==> src/design/aicr_pkg.sv <==
// Shared constants of the audio channel router: register map, field layout,
// reset values, mode encodings and the boost gain table.
// Assumes a 32-bit APB bus and samples delivered in the pclk domain.
package aicr_pkg;

	localparam logic [7:0] AICR_CTRL_OFS   = 8'h00;
	localparam logic [7:0] AICR_BOOST_OFS  = 8'h04;
	localparam logic [7:0] AICR_ISTAT_OFS  = 8'h08;
	localparam logic [7:0] AICR_IMASK_OFS  = 8'h0C;
	localparam logic [7:0] AICR_STATUS_OFS = 8'h10;

	localparam int AICR_RET_MODE_LSB = 0;
	localparam int AICR_O1_MODE_LSB  = 2;
	localparam int AICR_O2_MODE_LSB  = 4;
	localparam int AICR_O1_INV_BIT   = 6;
	localparam int AICR_O2_INV_BIT   = 7;
	localparam int AICR_MIRROR_BIT   = 8;
	localparam int AICR_AES_SEL_BIT  = 9;
	localparam int AICR_DIG_SRC_LSB  = 10;
	localparam int AICR_CTRL_W       = 12;
	localparam int AICR_O1_BOOST_LSB = 0;
	localparam int AICR_O2_BOOST_LSB = 8;
	localparam int AICR_IRQ_W        = 2;

	localparam logic [11:0] AICR_CTRL_RST  = 12'h0_001;
	localparam logic [4:0]  AICR_BOOST_RST = 5'h00;
	localparam logic [4:0]  AICR_BOOST_MAX = 5'h12;
	localparam logic [1:0]  AICR_IMASK_RST = 2'h0;

	// Return input shaping.
	localparam logic [1:0] AICR_RET_STEREO = 2'h0;
	localparam logic [1:0] AICR_RET_LEFT   = 2'h1;
	localparam logic [1:0] AICR_RET_SUM    = 2'h2;
	// First output pair shaping.
	localparam logic [1:0] AICR_O1_STEREO  = 2'h0;
	localparam logic [1:0] AICR_O1_SUM     = 2'h1;
	localparam logic [1:0] AICR_O1_COPY_LR = 2'h2;
	// Second output pair shaping.
	localparam logic [1:0] AICR_O2_LEFT    = 2'h0;
	localparam logic [1:0] AICR_O2_SUM     = 2'h1;
	localparam logic [1:0] AICR_O2_STEREO  = 2'h2;
	// Digital output source.
	localparam logic [1:0] AICR_DIG_OUT1   = 2'h0;
	localparam logic [1:0] AICR_DIG_OUT2   = 2'h1;
	localparam logic [1:0] AICR_DIG_RET    = 2'h2;
	localparam logic [1:0] AICR_DIG_MAIN   = 2'h3;

	localparam int AICR_GAIN_FRAC = 12;

	// Linear gain for whole decibel steps, unsigned with twelve fraction bits.
	function automatic logic [15:0] aicr_gain(input logic [4:0] db);
		case (db)
			5'h00: aicr_gain = 16'h1000;
			5'h01: aicr_gain = 16'h11F4;
			5'h02: aicr_gain = 16'h1425;
			5'h03: aicr_gain = 16'h169A;
			5'h04: aicr_gain = 16'h195C;
			5'h05: aicr_gain = 16'h1C74;
			5'h06: aicr_gain = 16'h1FED;
			5'h07: aicr_gain = 16'h23D2;
			5'h08: aicr_gain = 16'h2831;
			5'h09: aicr_gain = 16'h2D18;
			5'h0A: aicr_gain = 16'h3299;
			5'h0B: aicr_gain = 16'h38C5;
			5'h0C: aicr_gain = 16'h3FB2;
			5'h0D: aicr_gain = 16'h4778;
			5'h0E: aicr_gain = 16'h5031;
			5'h0F: aicr_gain = 16'h59FA;
			5'h10: aicr_gain = 16'h64F4;
			5'h11: aicr_gain = 16'h7145;
			default: aicr_gain = 16'h7F17;
		endcase
	endfunction : aicr_gain

endpackage : aicr_pkg

==> src/design/aicr_router.sv <==
// Stereo sample router: return input shaping, two output pairs with mode,
// boost and polarity, mirror of output one into output two, digital outputs.
// Assumes samples arrive from logic on pclk, one frame per frame_strobe pulse.
//
// Functional notes
// - return input stereo, left only or summed
// - output one stereo, sum or left copied
// - output one boost zero to eighteen dB
// - output one boost also reaches digital, USB
// - clip indicator lights when boosted output clips
// - output one polarity normal or negated
// - inversion always negates both channels together
// - output two mode after effects send mixer
// - output two mode applies to mirrored signal
// - output two has independent boost
// - output two has independent polarity
// - mirror feeds output two from output one
// - mirror overrides other output two sources
// - S/PDIF or AES enabled, never both
// - one selected source feeds both digital outputs
// - mirror taps before output one boost and polarity
// - settings act without any store step
//
// Our own choices: register access over APB and the register offsets.
`timescale 1ns/100ps

module aicr_router
	import aicr_pkg::*;
#(
	parameter int SAMPLE_W = 24
) (
	input  wire logic                pclk,
	input  wire logic                presetn,
	input  wire logic                psel,
	input  wire logic                penable,
	input  wire logic                pwrite,
	input  wire logic [7:0]          paddr,
	input  wire logic [31:0]         pwdata,
	output logic [31:0]              prdata,
	output logic                     pready,
	output logic                     pslverr,
	input  wire logic                frame_strobe,
	input  wire logic [SAMPLE_W-1:0] main_in_l,
	input  wire logic [SAMPLE_W-1:0] main_in_r,
	input  wire logic [SAMPLE_W-1:0] effects_return_input_l,
	input  wire logic [SAMPLE_W-1:0] effects_return_input_r,
	input  wire logic [SAMPLE_W-1:0] grid_out_l,
	input  wire logic [SAMPLE_W-1:0] grid_out_r,
	input  wire logic [SAMPLE_W-1:0] effects_send_block_l,
	input  wire logic [SAMPLE_W-1:0] effects_send_block_r,
	output logic                     sample_valid,
	output logic [SAMPLE_W-1:0]      ret_out_l,
	output logic [SAMPLE_W-1:0]      ret_out_r,
	output logic [SAMPLE_W-1:0]      out1_l,
	output logic [SAMPLE_W-1:0]      out1_r,
	output logic [SAMPLE_W-1:0]      out2_l,
	output logic [SAMPLE_W-1:0]      out2_r,
	output logic [SAMPLE_W-1:0]      usb_out_l,
	output logic [SAMPLE_W-1:0]      usb_out_r,
	output logic [SAMPLE_W-1:0]      dig_out_l,
	output logic [SAMPLE_W-1:0]      dig_out_r,
	output logic                     spdif_enable,
	output logic                     aes_enable,
	output logic                     main_out_clip_indicator,
	output logic                     irq
);

	localparam int W = SAMPLE_W;
	localparam logic [W-1:0] SMAX = {1'b0, {(W-1){1'b1}}};
	localparam logic [W-1:0] SMIN = {1'b1, {(W-1){1'b0}}};

	// Halved sum: one extra bit of headroom, then drop the lsb.
	function automatic logic [W-1:0] half_sum(input logic [W-1:0] a, input logic [W-1:0] b);
		logic [W:0] s;
		s = {a[W-1], a} + {b[W-1], b};
		half_sum = s[W:1];
	endfunction : half_sum

	// Negation saturates the most negative code instead of wrapping to itself.
	function automatic logic [W-1:0] negate(input logic [W-1:0] a);
		negate = (a == SMIN) ? SMAX : W'(-a);
	endfunction : negate

	// Returns {clip, sample}: gain applied, result saturated to the word.
	function automatic logic [W:0] amp(input logic [W-1:0] a, input logic [4:0] db);
		logic signed [W+16:0] p;
		logic [W+4:0]         q;
		p = $signed(a) * $signed({1'b0, aicr_gain(db)});
		q = p[W+16:AICR_GAIN_FRAC];
		if ((&q[W+4:W-1]) || !(|q[W+4:W-1]))
			amp = {1'b0, q[W-1:0]};
		else
			amp = {1'b1, q[W+4] ? SMIN : SMAX};
	endfunction : amp

	logic [AICR_CTRL_W-1:0] ctrl_ff;
	logic [4:0]             boost1_ff;
	logic [4:0]             boost2_ff;
	logic [AICR_IRQ_W-1:0]  istat_ff;
	logic [AICR_IRQ_W-1:0]  imask_ff;
	logic [31:0]            prdata_ff;
	logic                   clip2_ff;

	logic [1:0]   ret_mode;
	logic [1:0]   o1_mode;
	logic [1:0]   o2_mode;
	logic [1:0]   dig_src;
	logic         o1_inv;
	logic         o2_inv;
	logic         mirror_main_to_second;
	logic         aes_sel;

	assign ret_mode = ctrl_ff[AICR_RET_MODE_LSB +: 2];
	assign o1_mode  = ctrl_ff[AICR_O1_MODE_LSB +: 2];
	assign o2_mode  = ctrl_ff[AICR_O2_MODE_LSB +: 2];
	assign dig_src  = ctrl_ff[AICR_DIG_SRC_LSB +: 2];
	assign o1_inv   = ctrl_ff[AICR_O1_INV_BIT];
	assign o2_inv   = ctrl_ff[AICR_O2_INV_BIT];
	assign aes_sel  = ctrl_ff[AICR_AES_SEL_BIT];
	assign mirror_main_to_second = ctrl_ff[AICR_MIRROR_BIT];

	logic         wr_en;
	logic         rd_en;
	logic         addr_hit;

	assign addr_hit = (paddr == AICR_CTRL_OFS) || (paddr == AICR_BOOST_OFS) ||
	                  (paddr == AICR_ISTAT_OFS) || (paddr == AICR_IMASK_OFS) ||
	                  (paddr == AICR_STATUS_OFS);
	assign wr_en   = psel && penable && pwrite && addr_hit;
	assign rd_en   = psel && penable && !pwrite && addr_hit;
	assign pready  = 1'b1;
	assign pslverr = psel && penable && !addr_hit;
	assign prdata  = prdata_ff;

	always_ff @(posedge pclk or negedge presetn) begin
		if (!presetn) begin
			ctrl_ff   <= AICR_CTRL_RST;
			boost1_ff <= AICR_BOOST_RST;
			boost2_ff <= AICR_BOOST_RST;
			imask_ff  <= AICR_IMASK_RST;
		end else if (wr_en) begin
			case (paddr)
				AICR_CTRL_OFS: ctrl_ff <= pwdata[AICR_CTRL_W-1:0];
				AICR_BOOST_OFS: begin
					boost1_ff <= (pwdata[AICR_O1_BOOST_LSB +: 5] > AICR_BOOST_MAX) ?
					             AICR_BOOST_MAX : pwdata[AICR_O1_BOOST_LSB +: 5];
					boost2_ff <= (pwdata[AICR_O2_BOOST_LSB +: 5] > AICR_BOOST_MAX) ?
					             AICR_BOOST_MAX : pwdata[AICR_O2_BOOST_LSB +: 5];
				end
				AICR_IMASK_OFS: imask_ff <= pwdata[AICR_IRQ_W-1:0];
				default: ;
			endcase
		end
	end

	// Read data is latched in the setup cycle, so it is stable in the access cycle.
	always_ff @(posedge pclk or negedge presetn) begin
		if (!presetn) begin
			prdata_ff <= 32'h0000_0000;
		end else if (psel && !penable && !pwrite) begin
			case (paddr)
				AICR_CTRL_OFS:   prdata_ff <= 32'(ctrl_ff);
				AICR_BOOST_OFS:  prdata_ff <= 32'({boost2_ff, 3'h0, boost1_ff});
				AICR_ISTAT_OFS:  prdata_ff <= 32'(istat_ff);
				AICR_IMASK_OFS:  prdata_ff <= 32'(imask_ff);
				AICR_STATUS_OFS: prdata_ff <= 32'({aes_enable, spdif_enable, clip2_ff,
				                                   main_out_clip_indicator});
				default:         prdata_ff <= 32'h0000_0000;
			endcase
		end
	end

	logic [W-1:0] r_l, r_r, m1_l, m1_r, s2_l, s2_r, m2_l, m2_r;
	logic [W-1:0] o1_l, o1_r, o2_l, o2_r, d_l, d_r;
	logic [W:0]   b1_l, b1_r, b2_l, b2_r;
	logic         clip1, clip2;

	// The whole frame is computed in one cycle from one set of settings.
	always_comb begin
		case (ret_mode)
			AICR_RET_LEFT: {r_l, r_r} = {2{effects_return_input_l}};
			AICR_RET_SUM:  {r_l, r_r} = {2{half_sum(effects_return_input_l,
			                                         effects_return_input_r)}};
			default:       {r_l, r_r} = {effects_return_input_l, effects_return_input_r};
		endcase
		case (o1_mode)
			AICR_O1_SUM:     {m1_l, m1_r} = {2{half_sum(grid_out_l, grid_out_r)}};
			AICR_O1_COPY_LR: {m1_l, m1_r} = {2{grid_out_l}};
			default:         {m1_l, m1_r} = {grid_out_l, grid_out_r};
		endcase
		b1_l  = amp(m1_l, boost1_ff);
		b1_r  = amp(m1_r, boost1_ff);
		clip1 = b1_l[W] || b1_r[W];
		o1_l = o1_inv ? negate(b1_l[W-1:0]) : b1_l[W-1:0];
		o1_r = o1_inv ? negate(b1_r[W-1:0]) : b1_r[W-1:0];
		s2_l = mirror_main_to_second ? m1_l : effects_send_block_l;
		s2_r = mirror_main_to_second ? m1_r : effects_send_block_r;
		case (o2_mode)
			AICR_O2_LEFT: begin
				m2_l = s2_l;
				m2_r = s2_l;
			end
			AICR_O2_SUM: begin
				m2_l = half_sum(s2_l, s2_r);
				m2_r = m2_l;
			end
			default: begin
				m2_l = s2_l;
				m2_r = s2_r;
			end
		endcase
		b2_l  = amp(m2_l, boost2_ff);
		b2_r  = amp(m2_r, boost2_ff);
		clip2 = b2_l[W] || b2_r[W];
		o2_l = o2_inv ? negate(b2_l[W-1:0]) : b2_l[W-1:0];
		o2_r = o2_inv ? negate(b2_r[W-1:0]) : b2_r[W-1:0];
		case (dig_src)
			AICR_DIG_OUT1: {d_l, d_r} = {o1_l, o1_r};
			AICR_DIG_OUT2: {d_l, d_r} = {o2_l, o2_r};
			AICR_DIG_RET:  {d_l, d_r} = {r_l, r_r};
			default:       {d_l, d_r} = {main_in_l, main_in_r};
		endcase
	end

	always_ff @(posedge pclk or negedge presetn) begin
		if (!presetn) begin
			ret_out_l <= '0;
			ret_out_r <= '0;
			out1_l    <= '0;
			out1_r    <= '0;
			out2_l    <= '0;
			out2_r    <= '0;
			usb_out_l <= '0;
			usb_out_r <= '0;
			dig_out_l <= '0;
			dig_out_r <= '0;
		end else if (frame_strobe) begin
			ret_out_l <= r_l;
			ret_out_r <= r_r;
			out1_l    <= o1_l;
			out1_r    <= o1_r;
			out2_l    <= o2_l;
			out2_r    <= o2_r;
			usb_out_l <= o1_l;
			usb_out_r <= o1_r;
			dig_out_l <= d_l;
			dig_out_r <= d_r;
		end
	end

	always_ff @(posedge pclk or negedge presetn) begin
		if (!presetn) begin
			main_out_clip_indicator <= 1'b0;
			clip2_ff                <= 1'b0;
			sample_valid            <= 1'b0;
		end else begin
			sample_valid <= frame_strobe;
			if (frame_strobe) begin
				main_out_clip_indicator <= clip1;
				clip2_ff                <= clip2;
			end
		end
	end

	// A clip in the same cycle as the clearing read stays recorded.
	// Only the bits that the read returned are cleared, so a clip that lands
	// between the setup and the access edge is not lost.
	always_ff @(posedge pclk or negedge presetn) begin
		if (!presetn)
			istat_ff <= '0;
		else
			istat_ff <= (istat_ff & ~((rd_en && paddr == AICR_ISTAT_OFS) ?
			                          prdata_ff[AICR_IRQ_W-1:0] : '0)) |
			            {frame_strobe && clip2, frame_strobe && clip1};
	end

	assign irq = |(istat_ff & imask_ff);

	always_ff @(posedge pclk or negedge presetn) begin
		if (!presetn) begin
			spdif_enable <= 1'b1;
			aes_enable   <= 1'b0;
		end else begin
			spdif_enable <= !aes_sel;
			aes_enable   <= aes_sel;
		end
	end
endmodule : aicr_router

==> config.mk <==
export PLATFORM = sky130hd
export DESIGN_NAME = aicr_router
export DESIGN_NICKNAME = d
export VERILOG_FILES = /design/src/design/aicr_pkg.sv /design/src/design/aicr_router.sv
export SDC_FILE = /design/constraint.sdc
export NUM_CORES = 2
export LEC_CHECK = 0
export ABC_AREA = 1
export BUFFER_PORTS_ARGS = -buffer_cell sky130_fd_sc_hd__buf_2
export CAP_MARGIN = 20
export CORE_AREA = 2 2 470 472
export CTS_CLUSTER_DIAMETER = 40
export DETAILED_ROUTE_END_ITERATION = 10
export DIE_AREA = 0 0 472 474
export GPL_TIMING_DRIVEN = 0
export SLEW_MARGIN = 20
export SYNTH_ARGS = -nofsm -noshare
export SYNTH_HDL_FRONTEND = slang
export SYNTH_SLANG_ARGS = --single-unit
export TNS_END_PERCENT = 50
==> constraint.sdc <==
create_clock -name pclk -period 18 [get_ports pclk]
set_input_delay 1.8 -clock pclk [delete_from_list [all_inputs] [get_ports pclk]]
set_output_delay 1.8 -clock pclk [all_outputs]
set_load 0.03 [all_outputs]
==> flow_summary.toml <==
[timing]
final.setup.worst_slack_ns = 1.070
fin_tns_setup_ns = 0
rsz0062_at_grt = "false"
hold_ws_ns = 0.4737
finalCritPeriodShare_pct = 94.06
max_clock_freq_mhz = 59.07
fin_skew_ns = 0.04403
setup_viol = 0
slew_headroom_pct = 14.12
hold_viol_final = 0
worstMarginPinSlew_ns = 1.288
fin_crit_ns = 16.93
slew_viol_final = 0

[worst_setup_path]
worstSetupStartpointType = "input pin"
critPathTopFamily = "simple AND/OR/NAND/NOR gates"
slowest_stage = "fa_1"
path_buf_inv = 15
worst_ep_required_time_ns = 18.51
end_kind = "flip-flop"
worst_path_most_repeated_cell = "nand2_1"
max_stage_delay_ns = 0.73
cp_data_arrival_time_ns = 17.44
crit_type = "in -> reg"
cp_max_fo = 10

[place]
gp_congestion = 1.051
dp_slack_ns = -0.3016
io_buffer_count = 477
dpl.hpwl_um = 288000

[routing]
wl_per_cell_um = 23.70
drt_iter0_drc = 6631
drc = 0
drt-total-wl_um = 332000
vias = 72000
dr.pass1.iters = 8
ant_nets = 0
vias_per_cell = 5.138

[clock_tree]
clk_pin_slew_ns = 0.05
cts_hold_repair.buffers = 0
clockBufferDepth = 3
insertion_delay_ns = 0.62
cts_tree = "done"
numClockSinks = 236
cts_root_buf = "clkbuf_16"
h-tree-depth = 2
cts_buffers = 39

[grt]
grt_usage_pct = 29.53
first_global_vias = 72610
grt_overflow_total = 0
grt_pass1_wl_um = 485300
antenna_found_initial = 30
grt_max_degree = 93

[min_path]
min_path_type = "reg -> reg"

[yosys]
synth_xor_area_share_pct = 1.542
synth_area_per_cell_um2 = 7.222
synth_mux_area_share_pct = 0
synthAdderAreaFrac_pct = 44.55
ys_seq_area_share_pct = 7.761
synth_seq_cells = 236
synth_ff_type = "dfrtp_1"
synth.distinct_cells = 69
synth-edff-count = 0
synth_compound_area_share_pct = 6.924
yosys_warnings = 0
synth_area_um2 = 76130
synth_cells = 10540
async_reset_ff_share_pct = 100.0
synthSimpleGateAreaFrac_pct = 25.05
synth_top_family_by_area = "adder cells"

[die]
fp.dieW_um = 472
die_y_um = 474
core_um2 = 218700
io_pins = 517
start_util_pct = 34.82
num_rows = 172
die_area_um2 = 223700

[cells_and_area]
nNetsFinal = 13210
layout_common_cells = "2820 x nand2_1, 2269 x inv_1, 1398 x fa_1"
fillerInstances = 23580
syn2layout_area_growth_pct = 10.26
finish.utilization_pct = 38.39
drive_gt1_share_pct = 8.852
layout_commonest_cell = "nand2_1"

[job]
cap_violations = 0

[outcome]
outcome = "complete, no violations"
## repair_timing
item | 4_1_cts | 5_1_grt
setup buffers | 0 | 3
endpoints found under the setup margin | 0 | 44
gates resized for setup | 0 | 6
## metal layers
metal	wire, um	vias up	GRT usage [%]
met4	29030	14	20.87
met2	141200	3608	45.17
met1	131800	34990	37.56
li1	-	32530	-
met5	101	-	0
met3	29930	857	5.572
## synth_stat cells (all sizes together), types with 17 or more instances
cell type	instances	share of area, %
o211ai	32	0.33
fa	1398	37
ha	474	7.8
clkbuf	284	1.4
dfrtp	234	7.7
nand4	85	0.79
a31oi	66	0.54
nor4	17	0.15
nand2	2881	14
nor2	1068	5.5
buf	131	1.3
inv	2300	11
or2	52	0.43
nor3	42	0.31
xnor2	50	0.58
o21ai	383	2.5
xor2	84	0.97
o21bai	40	0.40
a21oi	376	2.5
clkinv	26	0.13
nand3	425	3.2
## worst reg2reg max path: cells and delay by family (launching register included)
family | cells | cell delay (ns)
AOI/OAI and AO/OA | 13 | 3.47
adders and majority gates | 10 | 4.31
buffers and inverters | 17 | 3.62
DFF | 1 | 0.41
and+or+nand+nor | 29 | 4.49
## worst paths after layout
kind | endpoint | cells after the start | slack (ns) | start
max | dig_out_l[22] | 74 | 1.07 | grid_out_l[0]
min reg2reg | prdata[11] | 2 | 0.47 | prdata[11]
max reg2reg | dig_out_l[22] | 69 | 1.60 | ctrl_ff[3]
min | prdata[11] | 2 | 0.47 | prdata[11]
max in group asynchronous | dig_out_r[2] | 2 | 15.84 | presetn
min in group asynchronous | dig_out_l[6] | 1 | 1.15 | presetn
## final cells by class
cell class | count | area (um2) | area share, %
inverters | 2326 | 8735 | 10.41
diodes | 15 | 37.54 | 0.04472
well taps | 2871 | 3592 | 4.280
plain buffers | 417 | 2061 | 2.455
flip-flops and latches | 236 | 5908 | 7.039
clock buffers | 46 | 1052 | 1.254
multi-input cells | 7580 | 59610 | 71.02
clock inverters | 26 | 330.3 | 0.3935
repair buffers | 496 | 2611 | 3.111
## cells by family (layout without fill, tap and decap cells)
kind of cell / count (synthesis) / after routing
other: 2 / 35
xor gates and xnor gates: 134 / 134
adders and majority gates: 1872 / 1872
DFF: 236 / 236
buffers and inverters: 2743 / 3311
AOI/OAI and AO/OA: 958 / 958
and+or+nand+nor: 4596 / 4596
## through the flow
step	std cells	instance area, um2
detailed placement	13920	82450
floorplan	10560	76200
global placement	13910	82180
CTS	13990	83830
finish	14010	83940
global route	14010	83930
## flip-flops by register name (all words and copies together), names as in the netlist, 5 cells and up
register	count
boost2_ff	5
dig_out_r	24
dig_out_l	24
boost1_ff	5
out2_l	24
usb_out_l	24
out2_r	24
ret_out_r	24
usb_out_r	24
ctrl_ff	12
ret_out_l	24
prdata	13
Power is left out: the tool's default activity adds up to more than one toggle a clock period on the data nets, which glitch-free logic cannot reach.
